`src/include/pfm_pkg.sv`:
```
package pfm_pkg;

    localparam int ADDR_W = 12;
    localparam int DATA_W = 32;
    localparam int VAL_W = 24;
    localparam int NUM_INST = 2;

    // Register offsets of filter instance 0; instance 1 sits one stride higher.
    localparam logic [11:0] INST_STRIDE = 12'h080;
    localparam logic [11:0] OFF_INSERTED = 12'h118;
    localparam logic [11:0] OFF_REGULAR = 12'h11c;
    localparam logic [11:0] OFF_HIGH_LIMIT = 12'h120;
    localparam logic [11:0] OFF_LOW_LIMIT = 12'h124;
    localparam logic [11:0] OFF_LIMIT_FLAGS = 12'h128;
    localparam logic [11:0] OFF_FLAG_CLEAR = 12'h12c;
    localparam logic [11:0] OFF_PEAK_HIGH = 12'h130;
    localparam logic [11:0] OFF_PEAK_LOW = 12'h134;
    localparam logic [11:0] OFF_CONTROL = 12'h138;

    // Field positions.
    localparam int VAL_LSB = 8;
    localparam int TAG_BIT = 0;
    localparam int DELAY_BIT = 4;
    localparam int ROUTE_LSB = 0;
    localparam int UPPER_FLAG_LSB = 8;
    localparam int LOWER_FLAG_LSB = 0;
    localparam int CTRL_ON_BIT = 0;
    localparam int CTRL_FAST_BIT = 1;
    localparam int HALF_LSB = 16;
    localparam int FAST_LSB = 8;

    // Reset values.
    localparam logic [31:0] PEAK_HIGH_RST = 32'h80000000;
    localparam logic [31:0] PEAK_LOW_RST = 32'h7fffff00;

    typedef struct packed {
        logic [VAL_W-1:0] inserted_result;
        logic inserted_source_tag;
        logic [VAL_W-1:0] regular_result;
        logic regular_source_tag;
        logic regular_delayed_tag;
        logic regular_done_flag;
        logic [VAL_W-1:0] upper_limit_value;
        logic [1:0] upper_break_route;
        logic [VAL_W-1:0] lower_limit_value;
        logic [1:0] lower_break_route;
        logic [1:0] upper_limit_flags;
        logic [1:0] lower_limit_flags;
        logic [VAL_W-1:0] peak_high_value;
        logic peak_high_source;
        logic [VAL_W-1:0] peak_low_value;
        logic peak_low_source;
        logic filter_on;
        logic fast_monitor_select;
    } pfm_inst_t;

    typedef struct packed {
        pfm_inst_t [NUM_INST-1:0] inst;
        logic [DATA_W-1:0] prdata;
        logic pslverr;
        logic [1:0] brk;
    } pfm_state_t;

endpackage

```
`src/rtl/pfm_result_monitor.sv`:
```
`timescale 1ns/1ps
module pfm_result_monitor
    import pfm_pkg::*;
(
    input wire logic core_clk_i,
    input wire logic reset_i,
    input wire logic psel_i,
    input wire logic penable_i,
    input wire logic pwrite_i,
    input wire logic [pfm_pkg::ADDR_W-1:0] paddr_i,
    input wire logic [pfm_pkg::DATA_W-1:0] pwdata_i,
    output logic [pfm_pkg::DATA_W-1:0] prdata_o,
    output logic pready_o,
    output logic pslverr_o,
    input wire logic [pfm_pkg::NUM_INST-1:0] reg_done_i,
    input wire logic [pfm_pkg::NUM_INST-1:0][pfm_pkg::VAL_W-1:0] reg_data_i,
    input wire logic [pfm_pkg::NUM_INST-1:0] reg_chan_i,
    input wire logic [pfm_pkg::NUM_INST-1:0] reg_delayed_i,
    input wire logic [pfm_pkg::NUM_INST-1:0] ins_done_i,
    input wire logic [pfm_pkg::NUM_INST-1:0][pfm_pkg::VAL_W-1:0] ins_data_i,
    input wire logic [pfm_pkg::NUM_INST-1:0] ins_chan_i,
    input wire logic [pfm_pkg::NUM_INST-1:0] mon_valid_i,
    input wire logic [pfm_pkg::NUM_INST-1:0][pfm_pkg::VAL_W-1:0] mon_data_i,
    input wire logic [pfm_pkg::NUM_INST-1:0] mon_chan_i,
    output logic [pfm_pkg::NUM_INST-1:0] regular_done_flag_o,
    output logic [pfm_pkg::NUM_INST-1:0] limit_event_flag_o,
    output logic [pfm_pkg::NUM_INST-1:0] filter_on_o,
    output logic [1:0] break_o
);
    import pfm_pkg::*;

    ////////////////////////////////////////////////////////////////////////////
    // Bus decode.

    pfm_state_t state_q;
    pfm_state_t state_d;
    logic setup_ph;
    logic access_ph;
    logic sel_inst;
    logic [11:0] word_off;
    logic half_rd;
    logic word_hit;
    logic bus_err;

    assign setup_ph = psel_i && !penable_i;
    assign access_ph = psel_i && penable_i;
    assign sel_inst = paddr_i[7];
    assign word_off = {paddr_i[11:8], 1'b0, paddr_i[6:2], 2'b00};
    assign half_rd = (paddr_i[1:0] == 2'b10) && (word_off == OFF_REGULAR) && !pwrite_i;
    assign word_hit = (word_off >= OFF_INSERTED) && (word_off <= OFF_CONTROL);
    assign bus_err = !word_hit || ((paddr_i[1:0] != 2'b00) && !half_rd);

    // The slave never stretches a transfer: read data is captured at the end of setup.
    assign pready_o = 1'b1;
    assign prdata_o = state_q.prdata;
    assign pslverr_o = state_q.pslverr;
    assign break_o = state_q.brk;

    for (genvar g = 0; g < NUM_INST; g++) begin : g_out
        assign regular_done_flag_o[g] = state_q.inst[g].regular_done_flag;
        assign limit_event_flag_o[g] = |{state_q.inst[g].upper_limit_flags,
                                         state_q.inst[g].lower_limit_flags};
        assign filter_on_o[g] = state_q.inst[g].filter_on;
    end

    function automatic logic [31:0] read_word(pfm_inst_t s, logic [11:0] w, logic half);
        logic [31:0] r;
        r = 32'h00000000;
        unique case (w)
            OFF_INSERTED: r = (32'(s.inserted_result) << VAL_LSB) | (32'(s.inserted_source_tag) << TAG_BIT);
            OFF_REGULAR: begin
                if (half) begin
                    r = 32'(s.regular_result[VAL_W-1 -: 16]) << HALF_LSB;
                end else begin
                    r = (32'(s.regular_result) << VAL_LSB) | (32'(s.regular_delayed_tag) << DELAY_BIT)
                        | (32'(s.regular_source_tag) << TAG_BIT);
                end
            end
            OFF_HIGH_LIMIT: r = (32'(s.upper_limit_value) << VAL_LSB) | (32'(s.upper_break_route) << ROUTE_LSB);
            OFF_LOW_LIMIT: r = (32'(s.lower_limit_value) << VAL_LSB) | (32'(s.lower_break_route) << ROUTE_LSB);
            OFF_LIMIT_FLAGS: r = (32'(s.upper_limit_flags) << UPPER_FLAG_LSB)
                                 | (32'(s.lower_limit_flags) << LOWER_FLAG_LSB);
            OFF_PEAK_HIGH: r = (32'(s.peak_high_value) << VAL_LSB) | (32'(s.peak_high_source) << TAG_BIT);
            OFF_PEAK_LOW: r = (32'(s.peak_low_value) << VAL_LSB) | (32'(s.peak_low_source) << TAG_BIT);
            OFF_CONTROL: r = (32'(s.filter_on) << CTRL_ON_BIT) | (32'(s.fast_monitor_select) << CTRL_FAST_BIT);
            default: r = 32'h00000000;
        endcase
        return r;
    endfunction

    ////////////////////////////////////////////////////////////////////////////
    // Next state.

    always_comb begin
        logic wr;
        logic rd;
        logic above;
        logic below;
        logic [1:0] hev;
        logic [1:0] lev;
        logic pval;
        logic [VAL_W-1:0] pv;
        logic ps;
        logic [11:0] w;
        pfm_inst_t cur;
        wr = 1'b0;
        rd = 1'b0;
        above = 1'b0;
        below = 1'b0;
        hev = 2'b00;
        lev = 2'b00;
        pval = 1'b0;
        pv = '0;
        ps = 1'b0;
        w = word_off;
        cur = state_q.inst[0];
        state_d = state_q;
        for (int i = 0; i < NUM_INST; i++) begin
            cur = state_q.inst[i];
            wr = access_ph && pwrite_i && !bus_err && (sel_inst == 1'(i));
            rd = access_ph && !pwrite_i && !bus_err && (sel_inst == 1'(i));

            if (ins_done_i[i]) begin
                state_d.inst[i].inserted_result = ins_data_i[i];
                state_d.inst[i].inserted_source_tag = ins_chan_i[i];
            end

            // A completion in the same cycle as the read wins, so no result goes unseen.
            if (rd && (w == OFF_REGULAR)) begin
                state_d.inst[i].regular_done_flag = 1'b0;
            end
            if (reg_done_i[i]) begin
                state_d.inst[i].regular_result = reg_data_i[i];
                state_d.inst[i].regular_delayed_tag = reg_delayed_i[i];
                state_d.inst[i].regular_source_tag = reg_chan_i[i];
                state_d.inst[i].regular_done_flag = 1'b1;
            end

            if (wr) begin
                unique case (w)
                    OFF_HIGH_LIMIT: begin
                        state_d.inst[i].upper_limit_value = pwdata_i[VAL_LSB +: VAL_W];
                        state_d.inst[i].upper_break_route = pwdata_i[ROUTE_LSB +: 2];
                    end
                    OFF_LOW_LIMIT: begin
                        state_d.inst[i].lower_limit_value = pwdata_i[VAL_LSB +: VAL_W];
                        state_d.inst[i].lower_break_route = pwdata_i[ROUTE_LSB +: 2];
                    end
                    OFF_FLAG_CLEAR: begin
                        state_d.inst[i].upper_limit_flags = cur.upper_limit_flags
                                                           & ~pwdata_i[UPPER_FLAG_LSB +: 2];
                        state_d.inst[i].lower_limit_flags = cur.lower_limit_flags
                                                           & ~pwdata_i[LOWER_FLAG_LSB +: 2];
                    end
                    OFF_CONTROL: begin
                        state_d.inst[i].filter_on = pwdata_i[CTRL_ON_BIT];
                        state_d.inst[i].fast_monitor_select = pwdata_i[CTRL_FAST_BIT];
                    end
                    default: begin
                    end
                endcase
            end

            // Fast mode drops the low byte of both data and limits.
            if (cur.fast_monitor_select) begin
                above = $signed(mon_data_i[i][VAL_W-1:FAST_LSB]) > $signed(cur.upper_limit_value[VAL_W-1:FAST_LSB]);
                below = $signed(mon_data_i[i][VAL_W-1:FAST_LSB]) < $signed(cur.lower_limit_value[VAL_W-1:FAST_LSB]);
            end else begin
                above = $signed(mon_data_i[i]) > $signed(cur.upper_limit_value);
                below = $signed(mon_data_i[i]) < $signed(cur.lower_limit_value);
            end
            hev[i] = cur.filter_on && mon_valid_i[i] && above;
            lev[i] = cur.filter_on && mon_valid_i[i] && below;
            if (hev[i]) begin
                state_d.inst[i].upper_limit_flags[mon_chan_i[i]] = 1'b1;
            end
            if (lev[i]) begin
                state_d.inst[i].lower_limit_flags[mon_chan_i[i]] = 1'b1;
            end
            if (!cur.filter_on || !state_d.inst[i].filter_on) begin
                state_d.inst[i].upper_limit_flags = 2'b00;
                state_d.inst[i].lower_limit_flags = 2'b00;
            end

            if (rd && (w == OFF_PEAK_HIGH)) begin
                state_d.inst[i].peak_high_value = PEAK_HIGH_RST[VAL_LSB +: VAL_W];
                state_d.inst[i].peak_high_source = PEAK_HIGH_RST[TAG_BIT];
            end
            if (rd && (w == OFF_PEAK_LOW)) begin
                state_d.inst[i].peak_low_value = PEAK_LOW_RST[VAL_LSB +: VAL_W];
                state_d.inst[i].peak_low_source = PEAK_LOW_RST[TAG_BIT];
            end
            // Regular results take precedence when both groups finish together.
            pval = reg_done_i[i] || ins_done_i[i];
            pv = reg_done_i[i] ? reg_data_i[i] : ins_data_i[i];
            ps = reg_done_i[i] ? reg_chan_i[i] : ins_chan_i[i];
            if (pval && ($signed(pv) > $signed(state_d.inst[i].peak_high_value))) begin
                state_d.inst[i].peak_high_value = pv;
                state_d.inst[i].peak_high_source = ps;
            end
            if (pval && ($signed(pv) < $signed(state_d.inst[i].peak_low_value))) begin
                state_d.inst[i].peak_low_value = pv;
                state_d.inst[i].peak_low_source = ps;
            end
        end

        state_d.brk = 2'b00;
        for (int i = 0; i < NUM_INST; i++) begin
            state_d.brk = state_d.brk | ({2{hev[i]}} & state_q.inst[i].upper_break_route)
                                      | ({2{lev[i]}} & state_q.inst[i].lower_break_route);
        end

        // Capture from the updated state so a result landing at this edge is what gets returned.
        if (setup_ph) begin
            state_d.pslverr = bus_err;
            state_d.prdata = (bus_err || pwrite_i) ? 32'h00000000
                           : read_word(state_d.inst[sel_inst], word_off, half_rd);
        end
    end

    always_ff @(posedge core_clk_i) begin
        if (reset_i) begin
            state_q <= '0;
            for (int i = 0; i < NUM_INST; i++) begin
                state_q.inst[i].peak_high_value <= PEAK_HIGH_RST[VAL_LSB +: VAL_W];
                state_q.inst[i].peak_low_value <= PEAK_LOW_RST[VAL_LSB +: VAL_W];
            end
        end else begin
            state_q <= state_d;
        end
    end

    logic rd_done0;
    assign rd_done0 = access_ph && !pwrite_i && !paddr_i[7];
endmodule // pfm_result_monitor

```
`config.mk`:
```
export PLATFORM = sky130hd
export DESIGN_NAME = pfm_result_monitor
export DESIGN_NICKNAME = d
export VERILOG_FILES = /design/src/include/pfm_pkg.sv /design/src/rtl/pfm_result_monitor.sv
export SDC_FILE = /design/constraint.sdc
export NUM_CORES = 1
export LEC_CHECK = 0
export ABC_AREA = 1
export BUFFER_PORTS_ARGS = -buffer_cell sky130_fd_sc_hd__buf_2
export CAP_MARGIN = 20
export CORE_AREA = 2 2 253 255
export CTS_BUF_LIST = sky130_fd_sc_hd__clkbuf_16
export DETAILED_ROUTE_END_ITERATION = 16
export DIE_AREA = 0 0 255 257
export GPL_ROUTABILITY_DRIVEN = 0
export PLACE_DENSITY = 0.56
export RECOVER_POWER = 25
export REMOVE_ABC_BUFFERS = 1
export SLEW_MARGIN = 20
export SYNTH_ARGS = -nofsm -noshare
export SYNTH_HDL_FRONTEND = slang
export SYNTH_SLANG_ARGS = --single-unit
export TNS_END_PERCENT = 1
```
`constraint.sdc`:
```
create_clock -name core_clk_i -period 4.4 [get_ports core_clk_i]
set_clock_uncertainty 0.1 [all_clocks]
set_input_delay 0.44 -clock core_clk_i [delete_from_list [all_inputs] [get_ports core_clk_i]]
set_output_delay 0.44 -clock core_clk_i [all_outputs]
set_load 0.03 [all_outputs]
```
==> summary.md <==
| Metric | Value |
|---|---|
| Mapped Area | `approximately 22000 µm²` |
| Synth Area in Adders | `between 10% and 20%` |
| Synthesis-stage register bit count | `between 300 and 400` |
| Main combinational cell family by area after synthesis | `simple AND/OR/NAND/NOR gates` |
| Num rows | `between 90 and 100` |
| R2R depth | `20` |
| CP Data Arrival Time | `roughly 4.3 ns` |
| Mux share of post-synthesis cell area | `less than 1%` |
| Nets | `slightly below 4000` |
| CP Max Fanout | `22` |
| Top cells by count, synth | `nand2_1, nor2_1, dfxtp_1` |
| Hold slack | `between 0.03 and 0.04 ns` |
| Dpl hpwl | `roughly 60000 µm` |
| Violations in the final reports | `max-capacitance violations, max-slew violations` |
| Worst setup EP type | `flop` |
| Reg area | `roughly 7000 µm²` |
| Crit share post-route | `between 90% and 100%` |
| DRC | `0` |
| Die height | `about 260 µm` |
| Root Driver | `clkbuf_16` |
| Hold path depth | `3` |
| PwrDens | `390 nW/µm²` |
| Initial Util | `34.7%` |
| Compound-Gate Fraction of Synth Area | `between 10% and 20%` |
| Ys flop type | `dfxtp_1` |
| Sequential element share of the synthesized area | `between 30% and 40%` |
| Post-synth EDFFs | `0` |
| Die area | `~66000 µm²` |
| TritonCTS buffer count | `between 40 and 50` |
| Post-synthesis average cell area | `between 6 and 7 µm²` |
| Synth top area cells | `dfxtp_1, nand2_1, ha_1` |
| Final Critical Period | `~4 ns` |
| Worst slew margin | `-52.2%` |
| Setup Buffers After CTS | `0` |
| Max Clk Rate | `~250 MHz` |
| Area taken by multi-input logic gates | `about 12000 µm²` |
| Yosys cell types | `52` |
| CTS tree | `built` |
| Peak VDD IR | `approximately 0.00027 V` |
| Top-count cell post-synth | `nand2_1` |
| Leak | `12.3 nW` |
| Starting DRC count in detailed routing | `between 1500 and 2000` |
| Share of cells above drive strength 1 | `approximately 16%` |
| # IOs | `around 250` |
| Pins Over Slew Limit | `between 150 and 200` |
| Fin Setup TNS | `0 ns` |
| RSZ-0062 raised after global routing | `no` |
| Clock sink total | `350` |
| Drt via density | `5.14` |
| Ys async rst share | `0%` |
| Simple logic cell fraction of the synthesized area | `29.2%` |
| Least-Margin Pin Slew | `2.28 ns` |
| Reg2Reg Setup Slack | `approximately 1.1 ns` |
| Final setup viols | `0` |
| Critical Path Max Stage Delay | `roughly 0.23 ns` |
| Yosys top cell by area | `dfxtp_1` |
| First-pass iteration count of the detailed router | `6` |
| Filler cells | `6737` |
| Post-Synth XOR/XNOR Area | `0%` |
| RR Endpoint | `prdata_o[8]$_SDFFE_PP0P_` |
| Max_cap viols | `4` |
| Largest net degree at the start of global routing | `171` |
| WHS Endpoint | `state_q[144]$_SDFF_PP0_` |
| Final ANT Viol Nets | `0` |
| Clock Path Buffers | `3` |
| Outcome | `finished, violations left` |
| Most used cell, CP | `nand2_1` |
| Total grt overflow | `0` |
| DR WL/cell | `18.7 µm` |
| IO buf count | `between 200 and 250` |
| Worst min path class | `primary input to flop` |
| Clk slew on worst S/H paths | `~0.06 ns` |
| GR Util All Layers | `24.8%` |
| Worst Setup Start Kind | `primary input` |
| Initial antenna violation count | `4` |
| Slowest cell on crit path | `o31ai_1` |
| R2r startpoint | `state_q[244]$_SDFF_PP0_` |
| Top cell type's share of synthesized area | `~32%` |
| Req. time, crit path | `between 4 and 5 ns` |
| Synth warn | `0` |
| H-tree depth | `2` |
| HP Start | `reg_delayed_i[0]` |
| Core area | `around 63000 µm²` |
| Worst setup path class | `primary input to flop` |
| Vias | `approximately 23000` |
| Vias in the first global route | `21100` |
| First-pass GRT wire length | `roughly 130000 µm` |
| Die X | `approximately 260 µm` |
| Synth-to-Final Area Change | `20.3%` |
| Final hold vios | `0` |
| Post-Synthesis Cells | `between 3000 and 4000` |
| Post-Route WL | `roughly 82000 µm` |
| Clock Latency Late Sink | `just under 0.6 ns` |
| Cts hold-fix bufs | `0` |
-- critical path, delay by kind of cell --
kind / cells / cell delay (ns)
and+or+nand+nor: 17 / 1.98
AOI/OAI and AO/OA: 3 / 0.46
buffers and inverters: 10 / 1.21
adders and majority gates: 1 / 0.15
-- power by group --
part | leakage, nW | switching, mW | internal (mW)
clock network | 0.722 | 1.51 | 2.14
logic | 8.66 | 1.82 | 1.17
registers | 2.87 | 0.0791 | 3.48
total | 12.3 | 3.41 | 6.79
-- cell usage in the layout (no fill, tap or decap), drive strengths merged, types with 4 or more instances in the layout --
cell type  Yosys  routed
dfxtp        350     350
o21ai        219     219
o22ai        102     102
a21boi        23      23
mux2i         14      14
o211ai         6       6
nand4         84      84
o21a           5       5
o21bai         4       4
or2           22      22
ha           192     192
conb           2       6
a32o           4       4
nor2         439     439
o221ai         5       5
a211oi         5       5
clkinv         5      25
buf           87     426
nand3        226     226
inv          349     356
a21oi        214     214
a22oi          7       7
clkbuf       121      55
a221oi        15      15
bufinv         0       5
nor3          14      14
nand2        710     710
-- what timing repair did --
item | CTS | global route
resized for setup | 0 | 3
hold endpoints to repair | 0 | 0
endpoints found under the setup margin | 0 | 24
-- routing by layer --
| metal | GRT usage, % | routed length, µm | vias up |
|---|---|---|---|
| li1 | - | - | 11300 |
| met1 | 34.9 | 37700 | 10500 |
| met2 | 38.7 | 36200 | 767 |
| met3 | 2.83 | 5230 | 125 |
| met4 | 9.15 | 2920 | 2 |
| met5 | 0 | 13 | - |
-- through the flow --
stage	area (µm²)	worst slack, ns	power, mW	util (%)	std cells
2_1_floorplan	20800	-1.16	5.35	-	3040
3_3_place_gp	24800	-0.275	6.56	39.5	4322
3_5_place_dp	24800	-0.352	6.57	39.5	4322
4_1_cts	26200	0.236	10.2	41.7	4400
5_1_grt	26200	0.0647	10.8	41.7	4400
6_report	26200	0.399	10.2	41.7	4401
-- final cells by class --
type                       instances  share of cell area (%)
multi-input combinational       2336                    47.7
sequential                       350                    26.8
timing repair buffer             436                    11.1
inverter                         354                    5.10
clock buffer                      45                    4.30
tap                              846                    4.04
clock inverter                    33                    1.06
antenna                            1                 0.00956
-- registers in the layout, summed over array words and instances, names as in the netlist --
| signal | cells |
|---|---|
| state_q | 316 |
| prdata_o | 27 |
| break_o | 2 |
| filter_on_o | 2 |
| regular_done_flag_o | 2 |
| pslverr_o | 1 |
-- cells by family after synthesis --
family,count (synthesis)
DFF,350
buffers and inverters,562
AOI/OAI and AO/OA,622
muxes,14
adders and majority gates,192
and+or+nand+nor,1502
other,2
-- how the worst max path moves through the flow --
stage | from | to | depth (start not counted)
global route | paddr_i[10] | prdata_o[9]$_SDFFE_PP0P_ | 33
global placement | paddr_i[6] | prdata_o[27]$_SDFFE_PP0P_ | 30
floorplan | paddr_i[7] | prdata_o[14]$_SDFFE_PP0P_ | 22
finish | paddr_i[6] | prdata_o[8]$_SDFFE_PP0P_ | 31
CTS | paddr_i[6] | prdata_o[17]$_SDFFE_PP0P_ | 28
detailed placement | paddr_i[6] | prdata_o[17]$_SDFFE_PP0P_ | 28
No activity file was read; power rests on OpenSTA's default activity.
